## src/hw/dcs_map.svh

```systemverilog
`ifndef DCS_MAP_SVH
`define DCS_MAP_SVH
`define DCS_OFF_CTRL_ONE 8'h00
`define DCS_OFF_TUNING 8'h04
`define DCS_OFF_CTRL_TWO 8'h08
`define DCS_OFF_INT_FLAG 8'h0c
`define DCS_OFF_STATUS 8'h10
`define DCS_RANGE_LSB 0
`define DCS_MOD_LSB 0
`define DCS_TAP_LSB 5
`define DCS_SUB_SEL_BIT 3
`define DCS_MAIN_SEL_LSB 6
`define DCS_FAULT_BIT 1
`define DCS_RANGE_RST 4'h7
`define DCS_RANGE_MAX 4'hf
`define DCS_RANGE_HI 4'hd
`define DCS_RANGE_LO 4'hc
`define DCS_MAIN_SEL_RST 2'h0
`define DCS_DEAD_US 20
`define DCS_CLK_MHZ 125
`define DCS_DEAD_CYC (`DCS_DEAD_US * `DCS_CLK_MHZ)
`endif

```

## src/hw/dcs_pkg.sv

```systemverilog
package dcs_pkg;
  typedef struct packed {
    logic psel;
    logic penable;
    logic pwrite;
    logic [7:0] paddr;
    logic [31:0] pwdata;
  } dcs_apb_req_t;

  typedef struct packed {
    logic [31:0] prdata;
    logic pready;
    logic pslverr;
  } dcs_apb_rsp_t;

  typedef enum logic [1:0] {
    DCS_SRC_OSC_A = 2'h0,
    DCS_SRC_OSC_B = 2'h1,
    DCS_SRC_XTAL = 2'h2,
    DCS_SRC_LPO = 2'h3
  } dcs_main_src_t;

  typedef struct packed {
    logic [6:0] cnt;
    logic [4:0] acc;
    logic tick;
  } dcs_core_st_t;

  typedef struct packed {
    logic [3:0] range;
    logic [2:0] tap;
    logic [4:0] modul;
    dcs_main_src_t main_sel;
    logic sub_sel;
    logic fault;
    logic osc_en;
    logic [11:0] dead_cnt;
    logic hung;
    dcs_apb_rsp_t rsp;
    logic main_clk;
    logic sub_clk;
  } dcs_st_t;
endpackage

```

## src/hw/dcs_osc_core.sv

```systemverilog
`timescale 1ns/100ps
`include "dcs_map.svh"
// digital stand-in for the oscillator: emits one-cycle ticks
module dcs_osc_core (
  input wire logic clock,
  input wire logic rst_n,
  input wire logic enable,
  input wire logic halt,
  input wire logic [3:0] range,
  input wire logic [2:0] tap,
  input wire logic [4:0] modul,
  output logic tick
);
  dcs_pkg::dcs_core_st_t s_r;
  dcs_pkg::dcs_core_st_t s_nxt;
  logic [6:0] load;
  logic [5:0] sum;

  // higher range and tap give a shorter period
  assign load = {~range, ~tap};
  assign sum = {1'b0, s_r.acc} + {1'b0, modul};

  always_comb begin
    s_nxt = s_r;
    s_nxt.tick = 1'b0;
    if (!enable || halt) begin
      s_nxt.cnt = load;
    end else if (s_r.cnt == 7'h00) begin
      s_nxt.tick = 1'b1;
      s_nxt.acc = sum[4:0];
      // modulation stretches some periods by one cycle
      s_nxt.cnt = load + {6'h00, sum[5]};
    end else begin
      s_nxt.cnt = s_r.cnt - 7'h01;
    end
  end

  always_ff @(posedge clock or negedge rst_n) begin
    if (!rst_n) begin
      s_r <= '0;
    end else begin
      s_r <= s_nxt;
    end
  end

  assign tick = s_r.tick;
endmodule

```

## src/hw/dcs_clock_ctrl.sv

```systemverilog
`timescale 1ns/100ps
`include "dcs_map.svh"
module dcs_clock_ctrl (
  input wire logic clock,
  input wire logic rst_n,
  input dcs_pkg::dcs_apb_req_t apb_req,
  output dcs_pkg::dcs_apb_rsp_t apb_rsp,
  input wire logic xtal_tick,
  input wire logic lpo_tick,
  input wire logic osc_fault_in,
  output logic main_clock,
  output logic sub_main_clock,
  output logic osc_running
);
  dcs_pkg::dcs_st_t s_r;
  dcs_pkg::dcs_st_t s_nxt;
  logic osc_tick;
  logic access;
  logic wr;
  logic main_osc;
  logic sub_osc;
  logic halt;
  logic [7:0] wd;
  logic [3:0] wd_range;
  logic wr_one;
  logic wr_tune;
  logic wr_two;
  logic wr_flag;
  logic tune_diff;

  localparam logic [11:0] DEAD_CYC = 12'(`DCS_DEAD_CYC);

  function automatic logic is_osc_src(input logic [1:0] sel);
    is_osc_src = (sel == dcs_pkg::DCS_SRC_OSC_A) || (sel == dcs_pkg::DCS_SRC_OSC_B);
  endfunction

  function automatic logic crosses_gap(input logic [3:0] a, input logic [3:0] b);
    // full 4-bit span, values 0..15
    crosses_gap = (a > `DCS_RANGE_HI && b < `DCS_RANGE_LO) ||
                  (a < `DCS_RANGE_LO && b > `DCS_RANGE_HI);
  endfunction

  function automatic logic tune_changes(input logic [7:0] d, input logic [2:0] t,
                                        input logic [4:0] m);
    tune_changes = (d != {t, m});
  endfunction

  assign access = apb_req.psel && apb_req.penable;
  assign wr = access && s_r.rsp.pready && apb_req.pwrite;
  assign wd = apb_req.pwdata[7:0];
  assign wd_range = wd[3:0];
  assign wr_one = wr && (apb_req.paddr == `DCS_OFF_CTRL_ONE);
  assign wr_tune = wr && (apb_req.paddr == `DCS_OFF_TUNING);
  assign wr_two = wr && (apb_req.paddr == `DCS_OFF_CTRL_TWO);
  assign wr_flag = wr && (apb_req.paddr == `DCS_OFF_INT_FLAG);
  assign tune_diff = tune_changes(wd, s_r.tap, s_r.modul);
  // a pending fault overrides the main select toward the oscillator
  assign main_osc = is_osc_src(s_r.main_sel) || s_r.fault;
  assign sub_osc = !s_r.sub_sel;
  assign halt = (s_r.dead_cnt != 12'h000) || s_r.hung;

  dcs_osc_core u_core (
    .clock(clock),
    .rst_n(rst_n),
    .enable(s_r.osc_en),
    .halt(halt),
    .range(s_r.range),
    .tap(s_r.tap),
    .modul(s_r.modul),
    .tick(osc_tick)
  );

  always_comb begin
    s_nxt = s_r;
    s_nxt.rsp.pready = access && !s_r.rsp.pready;
    s_nxt.rsp.pslverr = 1'b0;
    if (access && !s_r.rsp.pready) begin
      s_nxt.rsp.prdata = 32'h0000_0000;
      case (apb_req.paddr)
        `DCS_OFF_CTRL_ONE: s_nxt.rsp.prdata[3:0] = s_r.range;
        `DCS_OFF_TUNING: s_nxt.rsp.prdata[7:0] = {s_r.tap, s_r.modul};
        `DCS_OFF_CTRL_TWO: begin
          s_nxt.rsp.prdata[7:6] = s_r.main_sel;
          s_nxt.rsp.prdata[`DCS_SUB_SEL_BIT] = s_r.sub_sel;
        end
        `DCS_OFF_INT_FLAG: s_nxt.rsp.prdata[`DCS_FAULT_BIT] = s_r.fault;
        `DCS_OFF_STATUS: s_nxt.rsp.prdata[3:0] = {s_r.osc_en, halt, s_r.hung, osc_tick};
        default: s_nxt.rsp.pslverr = 1'b1;
      endcase
    end
    if (s_r.dead_cnt != 12'h000) begin
      s_nxt.dead_cnt = s_r.dead_cnt - 12'h001;
    end
    if (wr) begin
      case (apb_req.paddr)
        `DCS_OFF_CTRL_ONE: begin
          s_nxt.range = wd[3:0];
          // a second upset during dead time is where the hang shows up
          if (s_r.osc_en && crosses_gap(s_r.range, wd[3:0])) begin
            if (halt) begin
              s_nxt.hung = 1'b1;
            end else begin
              s_nxt.dead_cnt = DEAD_CYC;
            end
          end
        end
        `DCS_OFF_TUNING: begin
          s_nxt.tap = wd[7:5];
          s_nxt.modul = wd[4:0];
          if (s_r.osc_en && s_r.range == `DCS_RANGE_MAX &&
              wd != {s_r.tap, s_r.modul}) begin
            if (halt) begin
              s_nxt.hung = 1'b1;
            end else begin
              s_nxt.dead_cnt = DEAD_CYC;
            end
          end
        end
        `DCS_OFF_CTRL_TWO: begin
          s_nxt.main_sel = dcs_pkg::dcs_main_src_t'(wd[7:6]);
          s_nxt.sub_sel = wd[`DCS_SUB_SEL_BIT];
        end
        `DCS_OFF_INT_FLAG: s_nxt.fault = wd[`DCS_FAULT_BIT];
        default: s_nxt.sub_sel = s_r.sub_sel;
      endcase
    end
    // hardware set beats a software clear in the same cycle
    if (osc_fault_in) begin
      s_nxt.fault = 1'b1;
    end
    // sub clock may only keep an oscillator already running
    s_nxt.osc_en = main_osc || (sub_osc && s_r.osc_en);
    case (s_r.main_sel)
      dcs_pkg::DCS_SRC_XTAL: s_nxt.main_clk = s_r.main_clk ^ (main_osc ? osc_tick : xtal_tick);
      dcs_pkg::DCS_SRC_LPO: s_nxt.main_clk = s_r.main_clk ^ (main_osc ? osc_tick : lpo_tick);
      default: s_nxt.main_clk = s_r.main_clk ^ osc_tick;
    endcase
    if (!sub_osc) begin
      s_nxt.sub_clk = s_r.sub_clk ^ xtal_tick;
    end else if (!s_r.osc_en) begin
      s_nxt.sub_clk = 1'b1;
    end else begin
      s_nxt.sub_clk = s_r.sub_clk ^ osc_tick;
    end
  end

  always_ff @(posedge clock or negedge rst_n) begin
    if (!rst_n) begin
      s_r <= '0;
      s_r.range <= `DCS_RANGE_RST;
      s_r.main_sel <= dcs_pkg::dcs_main_src_t'(`DCS_MAIN_SEL_RST);
      s_r.osc_en <= 1'b1;
    end else begin
      s_r <= s_nxt;
    end
  end

  assign apb_rsp = s_r.rsp;
  assign main_clock = s_r.main_clk;
  assign sub_main_clock = s_r.sub_clk;
  assign osc_running = s_r.osc_en;
endmodule

```

## config.mk

```make
export PLATFORM = sky130hd
export DESIGN_NAME = dcs_clock_ctrl
export DESIGN_NICKNAME = d
export VERILOG_FILES = /design/src/hw/dcs_pkg.sv /design/src/hw/dcs_osc_core.sv /design/src/hw/dcs_clock_ctrl.sv
export VERILOG_INCLUDE_DIRS = /design/src /design/src/hw
export SDC_FILE = /design/constraint.sdc
export NUM_CORES = 1
export LEC_CHECK = 0
export BUFFER_PORTS_ARGS = -buffer_cell sky130_fd_sc_hd__buf_2
export CORE_MARGIN = 10
export CORE_UTILIZATION = 42
export DETAILED_ROUTE_END_ITERATION = 7
export PLACE_DENSITY = 0.66
export SETUP_SLACK_MARGIN = 0.3
export SLEW_MARGIN = 10
export SYNTH_ARGS = -nofsm -noshare
export SYNTH_HDL_FRONTEND = slang
export SYNTH_SLANG_ARGS = --single-unit
```

## constraint.sdc

```tcl
create_clock -name clock -period 6.5 [get_ports clock]
set_clock_uncertainty 0.1 [all_clocks]
set_input_delay 0.325 -clock clock [delete_from_list [all_inputs] [get_ports clock]]
set_output_delay 0.325 -clock clock [all_outputs]
set_load 0.02 [all_outputs]
```

==> flow_metrics.py, run 1 <==
metrics = {
    "finish": {
        "multi_input_area_um2": 1670,
        "nFillCells": 760,
        "syn_to_final_growth_pct": 6.23,
        "num_antenna_cells": 0,
        "ff_latch_area_um2": 1380,
        "nets": 437,
        "layout-drive-gt1-share_pct": 18.4,
        "final_util_pct": 45.8,
    },
    "grt": {
        "gr-total-overflow": 0,
        "grt_usage_pct": 12.7,
        "antenna_found_initial": 0,
        "grt_max_degree": 56,
        "grt_pass1_vias": 2450,
        "grt_pass1_wl_um": 12300,
    },
    "die": {
        "die_x_um": 109,
        "pin_count": 85,
        "start_util_pct": 43.1,
        "num_rows": 32,
        "die_h_um": 109,
        "dieArea_um2": 11800,
        "coreArea_um2": 7690,
    },
    "power_and_ir_drop": {
        "p_int_mw": 0.439,
        "switching_share_pct": 26.9,
        "clockPowerShare_pct": 32.7,
        "power_mw": 0.600,
        "power_density_nw_per_um2": 170,
        "p_leak_nw": 1.68,
        "p_seq_share_pct": 58.0,
        "peakVddDrop_v": 0.000113,
        "power_switching_mw": 0.161,
        "p_comb_share_pct": 9.3,
    },
    "route": {
        "vias": 2499,
        "dr.first_iter.drc_count": 94,
        "vias_per_cell": 5.18,
        "dr.pass1.iters": 4,
        "antenna_left": 0,
        "wl_um": 7440,
        "drc": 0,
        "wire_per_inst_um": 15.4,
    },
    "synth": {
        "yosys_warnings": 0,
        "synth_top_area_share_pct": 38.5,
        "synthMostInstantiatedCell": "dfrtp_1",
        "synth_top_family_by_area": "simple AND/OR/NAND/NOR gates",
        "syn_area_per_cell_um2": 9.41,
        "synth_commonest_cells": "dfrtp_1, nand2_1, buf_4",
        "synthFlopType": "dfrtp_1",
        "synth-compound-area-share_pct": 12.1,
        "synth.top_cells.by_area": "dfrtp_1, buf_4, nand2_1",
        "synth_fa_ha_area_share_pct": 4.00,
        "synth.area.mux_share_pct": 5.78,
        "synth_xor_area_share_pct": 6.31,
        "synth.largest_area_cell": "dfrtp_1",
        "syn_inst": 352,
        "netlist_area_um2": 3310,
        "yosys.area_share.simple_pct": 19.7,
        "seq_area_frac_synth_pct": 41.7,
        "synth-seq-cells": 55,
        "async_flop_share_pct": 100,
        "synth_edf_count": 0,
        "synth_cell_type_count": 57,
    },
    "sta": {
        "worstMarginPinSlew_ns": 0.698,
        "max_freq_mhz": 374,
        "fin_crit_ns": 2.67,
        "slew_viol_final": 0,
        "slew-limit-headroom_pct": 53.3,
        "setup_tns_ns": 0,
        "setup-violations-final": 0,
        "fin_crit_sh_pct": 41.1,
        "grt_setup_unrepaired": "false",
        "finalHoldViolCount": 0,
    },
    "critical_path": {
        "worstPathArrival_ns": 2.78,
        "worstPathRequired_ns": 6.61,
        "r2r_slack_ns": 3.83,
        "r2r_end": "u_core.s_r[1]",
        "rr_worst_depth": 6,
        "start_kind": "flop",
        "worst-path-max-fanout": 9,
        "r2r-start": "s_r[37]",
        "cp-endpoint": "u_core.s_r[1]",
        "worst-setup-path-type": "reg -> reg",
        "crit_path_end_kind": "flop",
        "cp-startpoint": "s_r[37]",
    },
    "clock_tree": {
        "cts_setup_buffers": 0,
        "htree_levels": 2,
        "cts-buffers-inserted": 5,
        "clk_pin_slew_worst_paths_ns": 0.11,
        "cts_sinks": 55,
        "root_buffer": "clkbuf_8",
        "hold_buffers": 0,
        "cts_tree": "built",
        "clock_latency_ns": 0.31,
        "clockBufferDepth": 2,
        "cts_resized": 0,
    },
    "worst_hold_path": {
        "hold_path.class": "in -> async",
    },
    "job": {
        "cap_violations": 0,
    },
    "placed_design": {
        "port_buffers": 36,
        "dp_hpwl_um": 5670,
        "place_congestion": 0.865,
    },
    "run_status": {
        "status": "finished clean",
    },
}
==> worst min-delay path by stage <==
stage	startpoint	end	slack [ns]	cells past startpoint
2_1_floorplan	rst_n	apb_rsp[0]	-0.07	0
3_3_place_gp	apb_rsp[7]	apb_rsp[7]	0.35	2
3_5_place_dp	apb_rsp[6]	apb_rsp[6]	0.35	2
4_1_cts	rst_n	s_r[52]	0.06	2
5_1_grt	osc_fault_in	s_r[50]	0.07	2
6_report	rst_n	s_r[47]	0.04	2
==> power groups by stage <==
stage / sequential [mW] / combinational (mW) / clock (mW)
2_1_floorplan: 0.355 / 0.0465 / 0
3_3_place_gp: 0.354 / 0.0550 / 0
3_5_place_dp: 0.355 / 0.0556 / 0
4_1_cts: 0.348 / 0.0559 / 0.203
5_1_grt: 0.349 / 0.0624 / 0.217
6_report: 0.348 / 0.0557 / 0.196
==> critical path, cell delays in order, from the launching register on <==
cell	delay (ns)
dfrtp_1	0.40
inv_1	0.10
ha_1	0.17
nor3b_1	0.49
and4b_1	0.47
nand4_1	0.42
mux2_2	0.42
==> layout make-up <==
class                           instances  share of cell area, %
Multi-Input combinational cell        265                   47.6
Sequential cell                        55                   39.3
Timing Repair Buffer                   37                   5.33
Tap cell                              102                   3.63
Clock buffer                            5                   1.96
Inverter                               15                   1.60
Clock inverter                          3                  0.640
==> flip-flops by register name, indices dropped and copies added, names as in the netlist <==
name,flops
apb_rsp,10
main_clock,1
osc_running,1
s_r,29
sub_main_clock,1
u_core.s_r,12
u_core.tick,1
==> per-stage QoR <==
| stage | hold WS [ns] | setup WS, ns | instance area, um^2 | cells |
|---|---|---|---|---|
| 6_report | 0.0371 | 3.83 | 3520 | 482 |
| 5_1_grt | 0.0729 | 3.59 | 3520 | 482 |
| 4_1_cts | 0.0642 | 3.84 | 3520 | 482 |
| 3_5_place_dp | 0.354 | 3.85 | 3430 | 474 |
| 3_3_place_gp | 0.348 | 3.85 | 3430 | 474 |
| 2_1_floorplan | -0.0706 | 4.20 | 3400 | 375 |
==> logic make-up (layout without fill, tap and decap cells) <==
group                      Yosys count  count (layout)
AOI/OAI and AO/OA                   63              63
xor gates and xnor gates            23              23
and+or+nand+nor                    127             127
muxes                               18              18
other                                1              24
adders and majority gates           10              10
buffers and inverters               55              60
DFF                                 55              55
==> cell usage in the layout (no fill, tap or decap), types with 3 or more instances in the layout <==
master and instances:
buf_2 36, clkbuf_8 5, nand4_1 4, nand3_1 4
inv_1 15, nor2b_1 3, nor4_1 9, nor3_1 6
dfrtp_1 51, a31oi_1 3, dfstp_2 4, a21o_1 3
a2bb2oi_1 3, ha_1 9, mux2i_1 9, or3_1 3
nand2b_1 4, a211oi_1 4, xor2_1 15, o21ai_0 18
mux2_2 9, nor2_1 27, conb_1 24, nand2_1 49
a21oi_1 16, xnor2_1 7
==> per-layer routing <==
layer  track usage [%]  vias up  wire length, um
li1                  -     1230                -
met1              16.7     1212             3400
met2              20.5       55             3560
met3              3.42        2              455
met4              2.26        0               20
met5                 0        -                0
Power figures use the tool's default switching activity.
==> run 2: changes to the inputs <==
- clock period: 6.5 -> 2.5 ns (I/O delays scaled with it)
==> run 2 against run 1 <==
  * Global-route usage rose by 0.31 points
  * Final area up 11%
  * Largest cell class unchanged
  * Final cell count is 6.6% higher
  * Sequential power rose to 2.6 times the previous value
  * Core utilization rose by 5.0 points
  * Non-clock buffer count is 32 higher
  * Die area is the same
==> flow_metrics.py, run 2 (same netlist as run 1, synthesis figures left out) <==
metrics = {
    "run_status": {
        "status": "finished clean",
    },
    "placed_design": {
        "dp_hpwl_um": 6030,
        "place_congestion": 0.818,
        "port_buffers": 36,
        "pre_cts_slack_ns": 0.121,
        "placed_cells": 487,
    },
    "sta": {
        "timing.final.ws_setup_ns": 0.156,
        "fin_crit_sh_pct": 93.8,
        "fin_crit_ns": 2.34,
        "worstMarginPinSlew_ns": 0.759,
        "grt_setup_unrepaired": "true",
        "slew-limit-headroom_pct": 49.4,
        "finalHoldViolCount": 0,
        "setup_tns_ns": 0,
        "setup-violations-final": 0,
        "max_freq_mhz": 427,
        "slew_viol_final": 0,
    },
    "grt": {
        "grt_pass1_vias": 2679,
        "grt_pass1_wl_um": 12700,
        "gr-total-overflow": 0,
        "use_met1_pct": 17.1,
        "grtUsageMet2_pct": 21.9,
        "busiest_layer": "met2",
        "grt_util_met3_pct": 2.71,
        "grt_max_degree": 34,
        "grt_usage_pct": 13.0,
        "antenna_found_initial": 0,
    },
    "route": {
        "wl_um": 7910,
        "wire_per_inst_um": 15.4,
        "dr.pass1.iters": 4,
        "vias": 2636,
        "vias_per_cell": 5.13,
        "dr.first_iter.drc_count": 101,
        "antenna_left": 0,
        "drc": 0,
    },
    "power_and_ir_drop": {
        "power_mw": 1.59,
        "p_leak_nw": 1.85,
        "power_density_nw_per_um2": 408,
        "peakVddDrop_v": 0.000274,
    },
    "die": {
        "pin_count": 85,
        "num_rows": 32,
        "die_x_um": 109,
        "die_h_um": 109,
        "dieArea_um2": 11800,
        "start_util_pct": 43.1,
        "coreArea_um2": 7690,
    },
    "finish": {
        "layout-drive-gt1-share_pct": 27.2,
        "final_util_pct": 50.7,
        "num_antenna_cells": 0,
        "largest_register": "s_r",
        "nFillCells": 740,
        "nets": 469,
        "final_common_cell": "dfrtp_1",
        "largest_register_ffs": 29,
        "syn_to_final_growth_pct": 17.8,
        "stdcell_count": 514,
        "layout_common_cells": "dfrtp_1, nand2_1, buf_2, nor2_1, buf_4",
    },
    "critical_path": {
        "cp-startpoint": "u_core.s_r[6]",
        "crit_path_top_delay_cell": "or4_4",
        "path_buf_inv": 1,
        "crit_path_end_kind": "flop",
        "worst-path-max-fanout": 6,
        "r2r-start": "u_core.s_r[6]",
        "cp_cell_sequence": "inv_1 > ha_1 > or3b_4 > or4_4 > or2_4 > o31ai_2 > a21oi_1",
        "worst-setup-path-type": "reg -> reg",
        "worstPathArrival_ns": 2.43,
        "worstPathRequired_ns": 2.59,
        "slowest_delay_ns": 0.48,
        "start_kind": "flop",
        "path_delay_family": "simple AND/OR/NAND/NOR gates",
    },
    "clock_tree": {
        "cts-buffers-inserted": 5,
        "clk_pin_slew_worst_paths_ns": 0.10,
        "htree_levels": 2,
        "cts_sinks": 55,
        "root_buffer": "clkbuf_8",
        "clock_latency_ns": 0.31,
        "clockBufferDepth": 2,
        "cts_tree": "built",
    },
    "worst_hold_path": {
        "hold_path.class": "in -> reg",
        "min_from": "apb_req[6]",
    },
    "job": {
        "cap_violations": 0,
    },
}
## run 2: repair_timing
action | CTS | global route
hold buffers | 8 | 0
buffers inserted | 6 | 5
pin swaps | 7 | 13
setup endpoints to repair | 11 | 14
resized for setup | 9 | 13
endpoints found under the hold margin | 35 | 0
## run 2: stage by stage
step | hold WS (ns) | area, um^2
after floorplan | -0.271 | 3410
after global placement | 0.138 | 3540
after detailed placement | 0.140 | 3540
after CTS | 0.00892 | 3800
after global routing | 0.0134 | 3900
final | 0.0130 | 3900
## run 2: worst reg2reg max path, cell delays in order (launching register included)
cell	delay, ns
dfrtp_1	0.41
inv_1	0.06
ha_1	0.17
or3b_4	0.42
or4_4	0.48
or2_4	0.28
o31ai_2	0.20
a21oi_1	0.11
## run 2: area by class of cell
cell class	instances	area [um^2]	area share (%)
Inverter	15	56.3	1.44
Tap cell	102	128	3.27
Clock inverter	2	16.3	0.417
Sequential cell	55	1380	35.4
Multi-Input combinational cell	265	1790	45.8
Timing Repair Buffer	69	448	11.5
Clock buffer	6	82.6	2.12
## run 2: metal layers
| layer | vias to the layer above | part of all wire, % |
|---|---|---|
| met1 | 1302 | 45 |
| li1 | 1290 | - |
| met4 | 0 | 0.34 |
| met5 | - | 0 |
| met2 | 39 | 51 |
| met3 | 5 | 3.8 |
## run 2: report_power, final
part	total [mW]	leakage [nW]	internal [mW]	switching, mW
Sequential	0.905	0.661	0.899	0.00605
Combinational	0.160	1.14	0.0513	0.109
Clock	0.528	0.0474	0.227	0.301
Total	1.59	1.85	1.18	0.416
## run 2: worst paths after layout
| check | slack, ns | cells past startpoint | endpoint |
|---|---|---|---|
| min in group asynchronous | 0.31 | 2 | s_r[47] |
| max | 0.16 | 7 | u_core.s_r[10] |
| min reg2reg | 0.37 | 2 | apb_rsp[7] |
| max in group asynchronous | 1.28 | 3 | u_core.s_r[1] |
| min | 0.01 | 3 | s_r[60] |
| max reg2reg | 0.16 | 7 | u_core.s_r[10] |
==> run 3: changes to the inputs <==
- clock period: 2.5 -> 2.85 ns (I/O delays scaled with it)
==> run 3 against run 2 <==
  * Worst hold slack better by 0.0090 ns
  * Fmax is 4.2% lower
  * Sequential cell count stayed put
  * Total power is 14% lower
  * Via count is 3.1% lower
  * Largest cell class unchanged
  * Sequential power is 12% lower
  * Final cell count is 3.3% lower
  * Critical path depth is 4 higher
==> flow_metrics.py, run 3 (same netlist as run 1, synthesis figures left out) <==
metrics = {
    "run_status": {
        "status": "finished clean",
    },
    "worst_hold_path": {
        "min_from": "apb_req[6]",
        "hold_end": "s_r[60]",
        "hold_path.class": "in -> reg",
        "min_path_cells": 3,
    },
    "clock_tree": {
        "clk_pin_slew_worst_paths_ns": 0.11,
        "root_buffer": "clkbuf_8",
        "cts_tree": "built",
        "htree_levels": 2,
        "clock_latency_ns": 0.31,
        "cts_sinks": 55,
        "clockBufferDepth": 2,
        "cts-buffers-inserted": 5,
    },
    "power_and_ir_drop": {
        "clockPowerShare_pct": 32.2,
        "p_int_mw": 1.01,
        "switching_share_pct": 26.5,
        "power_switching_mw": 0.363,
        "p_seq_share_pct": 57.9,
        "p_comb_share_pct": 9.9,
        "peakVddDrop_v": 0.000182,
        "p_leak_nw": 1.74,
        "power_density_nw_per_um2": 374,
    },
    "placed_design": {
        "pre_cts_slack_ns": 0.374,
        "placed_cells": 480,
        "dp_hpwl_um": 5830,
        "place_congestion": 0.858,
        "port_buffers": 36,
    },
    "critical_path": {
        "slowest_delay_ns": 0.48,
        "r2r_end": "u_core.s_r[10]",
        "r2r-start": "s_r[56]",
        "crit_path_top_delay_cell": "dfrtp_1",
        "worstPathRequired_ns": 2.93,
        "rr_worst_depth": 11,
        "r2r_slack_ns": 0.40,
        "start_kind": "flop",
        "cp_cell_sequence": "ha_1 > a21oi_2 > nor2b_1 > o21ai_1 > nand2b_1 > ha_1 > ha_1 > nand2b_1 > or2_1 > o31ai_1 > a21oi_1",
        "worst-path-max-fanout": 5,
        "crit_path_end_kind": "flop",
        "crit_top_cell": "ha_1",
        "worst-setup-path-type": "reg -> reg",
        "worstPathArrival_ns": 2.53,
    },
    "route": {
        "top_layer": "met4",
        "dr_wl_met3_um": 340,
        "drt-met1-wl_um": 3560,
        "dr.pass1.iters": 4,
        "antenna_left": 0,
        "wl_um": 7430,
        "wl_met2_um": 3500,
        "wire_per_inst_um": 14.9,
        "vias": 2555,
        "dr.first_iter.drc_count": 105,
        "vias_per_cell": 5.14,
        "drc": 0,
    },
    "die": {
        "num_rows": 32,
        "die_h_um": 109,
        "start_util_pct": 43.1,
        "die_x_um": 109,
        "pin_count": 85,
        "dieArea_um2": 11800,
        "coreArea_um2": 7690,
    },
    "sta": {
        "fin_crit_ns": 2.45,
        "setup_tns_ns": 0,
        "fin_crit_sh_pct": 85.9,
        "setup-violations-final": 0,
        "slew-limit-headroom_pct": 53.3,
        "max_freq_mhz": 409,
        "worstMarginPinSlew_ns": 0.697,
        "grt_setup_unrepaired": "true",
        "slew_viol_final": 0,
        "finalHoldViolCount": 0,
        "timing.final.ws_setup_ns": 0.402,
    },
    "finish": {
        "final_common_cell": "dfrtp_1",
        "layout-drive-gt1-share_pct": 20.5,
        "nFillCells": 739,
        "largest_register": "s_r",
        "syn_to_final_growth_pct": 10.8,
        "layout_common_cells": "dfrtp_1, nand2_1, buf_2, nor2_1, conb_1",
        "largest_register_ffs": 29,
        "num_antenna_cells": 0,
        "ff_latch_area_um2": 1380,
        "multi_input_area_um2": 1690,
        "nets": 452,
        "stdcell_count": 497,
    },
    "grt": {
        "grt_pass1_vias": 2527,
        "gr-total-overflow": 0,
        "grt_pass1_wl_um": 12200,
        "grt_max_degree": 37,
        "grt_usage_pct": 12.5,
        "antenna_found_initial": 0,
    },
    "job": {
        "cap_violations": 0,
    },
}
## run 3: changes by cell type in the layout (fill, tap and decap cells not counted), moves of 2 or more
| cell | previous run | this run |
|---|---|---|
| a211oi_2 | 2 | 0 |
| ha_1 | 6 | 9 |
| buf_4 | 25 | 8 |
| ha_4 | 2 | 0 |
| a211oi_1 | 2 | 4 |
## run 3: per-stage QoR
step | util (%) | hold slack (ns) | power [mW] | instance area, um^2
after global placement | 45.2 | 0.0104 | 0.935 | 3470
after CTS | 47.4 | 0.0162 | 1.39 | 3650
after floorplan | - | -0.253 | 0.915 | 3400
after global routing | 47.7 | 0.0454 | 1.43 | 3670
after detailed placement | 45.2 | 0.0163 | 0.937 | 3470
final | 47.7 | 0.0221 | 1.37 | 3670
## run 3: layout make-up
class	instances	area share (%)
inverters	15	1.53
multi-input cells	265	46.0
flip-flops and latches	55	37.7
clock buffers	5	1.88
clock inverters	3	0.682
repair buffers	52	8.73
well taps	102	3.48
## run 3: per-layer routing
layer | vias up | global-route usage [%]
li1 | 1255 | -
met2 | 49 | 20.2
met4 | 0 | 2.35
met3 | 2 | 2.95
met5 | - | 0
met1 | 1249 | 16.9
## run 3: worst max path at each step
stage | from | end | slack, ns
after global routing | s_r[56] | u_core.s_r[10] | 0.26
final | s_r[56] | u_core.s_r[10] | 0.40
after CTS | s_r[54] | u_core.s_r[8] | 0.35
after global placement | s_r[54] | u_core.s_r[10] | 0.41
after detailed placement | s_r[54] | u_core.s_r[8] | 0.37
after floorplan | s_r[55] | u_core.s_r[10] | 0.55
## run 3: worst max-delay path: cells and delay by family, from the launching register on
| kind | cells | cell delay [ns] |
|---|---|---|
| flip-flops | 1 | 0.48 |
| AO/OA/AOI/OAI | 4 | 0.45 |
| AND/OR/NAND/NOR | 4 | 0.55 |
| adder cells (fa/ha/maj) | 3 | 0.73 |
## run 3: repair_timing
action                     in CTS  in global routing
buffers inserted                0                  1
resized for setup               0                  6
hold buffers                    8                  0
hold endpoints to repair       25                  0
setup endpoints to repair       0                  4
## run 3: power by group through the flow
| stage | Clock [mW] | Sequential [mW] | Combinational (mW) |
|---|---|---|---|
| finish | 0.441 | 0.794 | 0.136 |
| global route | 0.483 | 0.796 | 0.151 |
| CTS | 0.457 | 0.794 | 0.137 |
| detailed placement | 0 | 0.809 | 0.128 |
| global placement | 0 | 0.808 | 0.127 |
| floorplan | 0 | 0.809 | 0.106 |
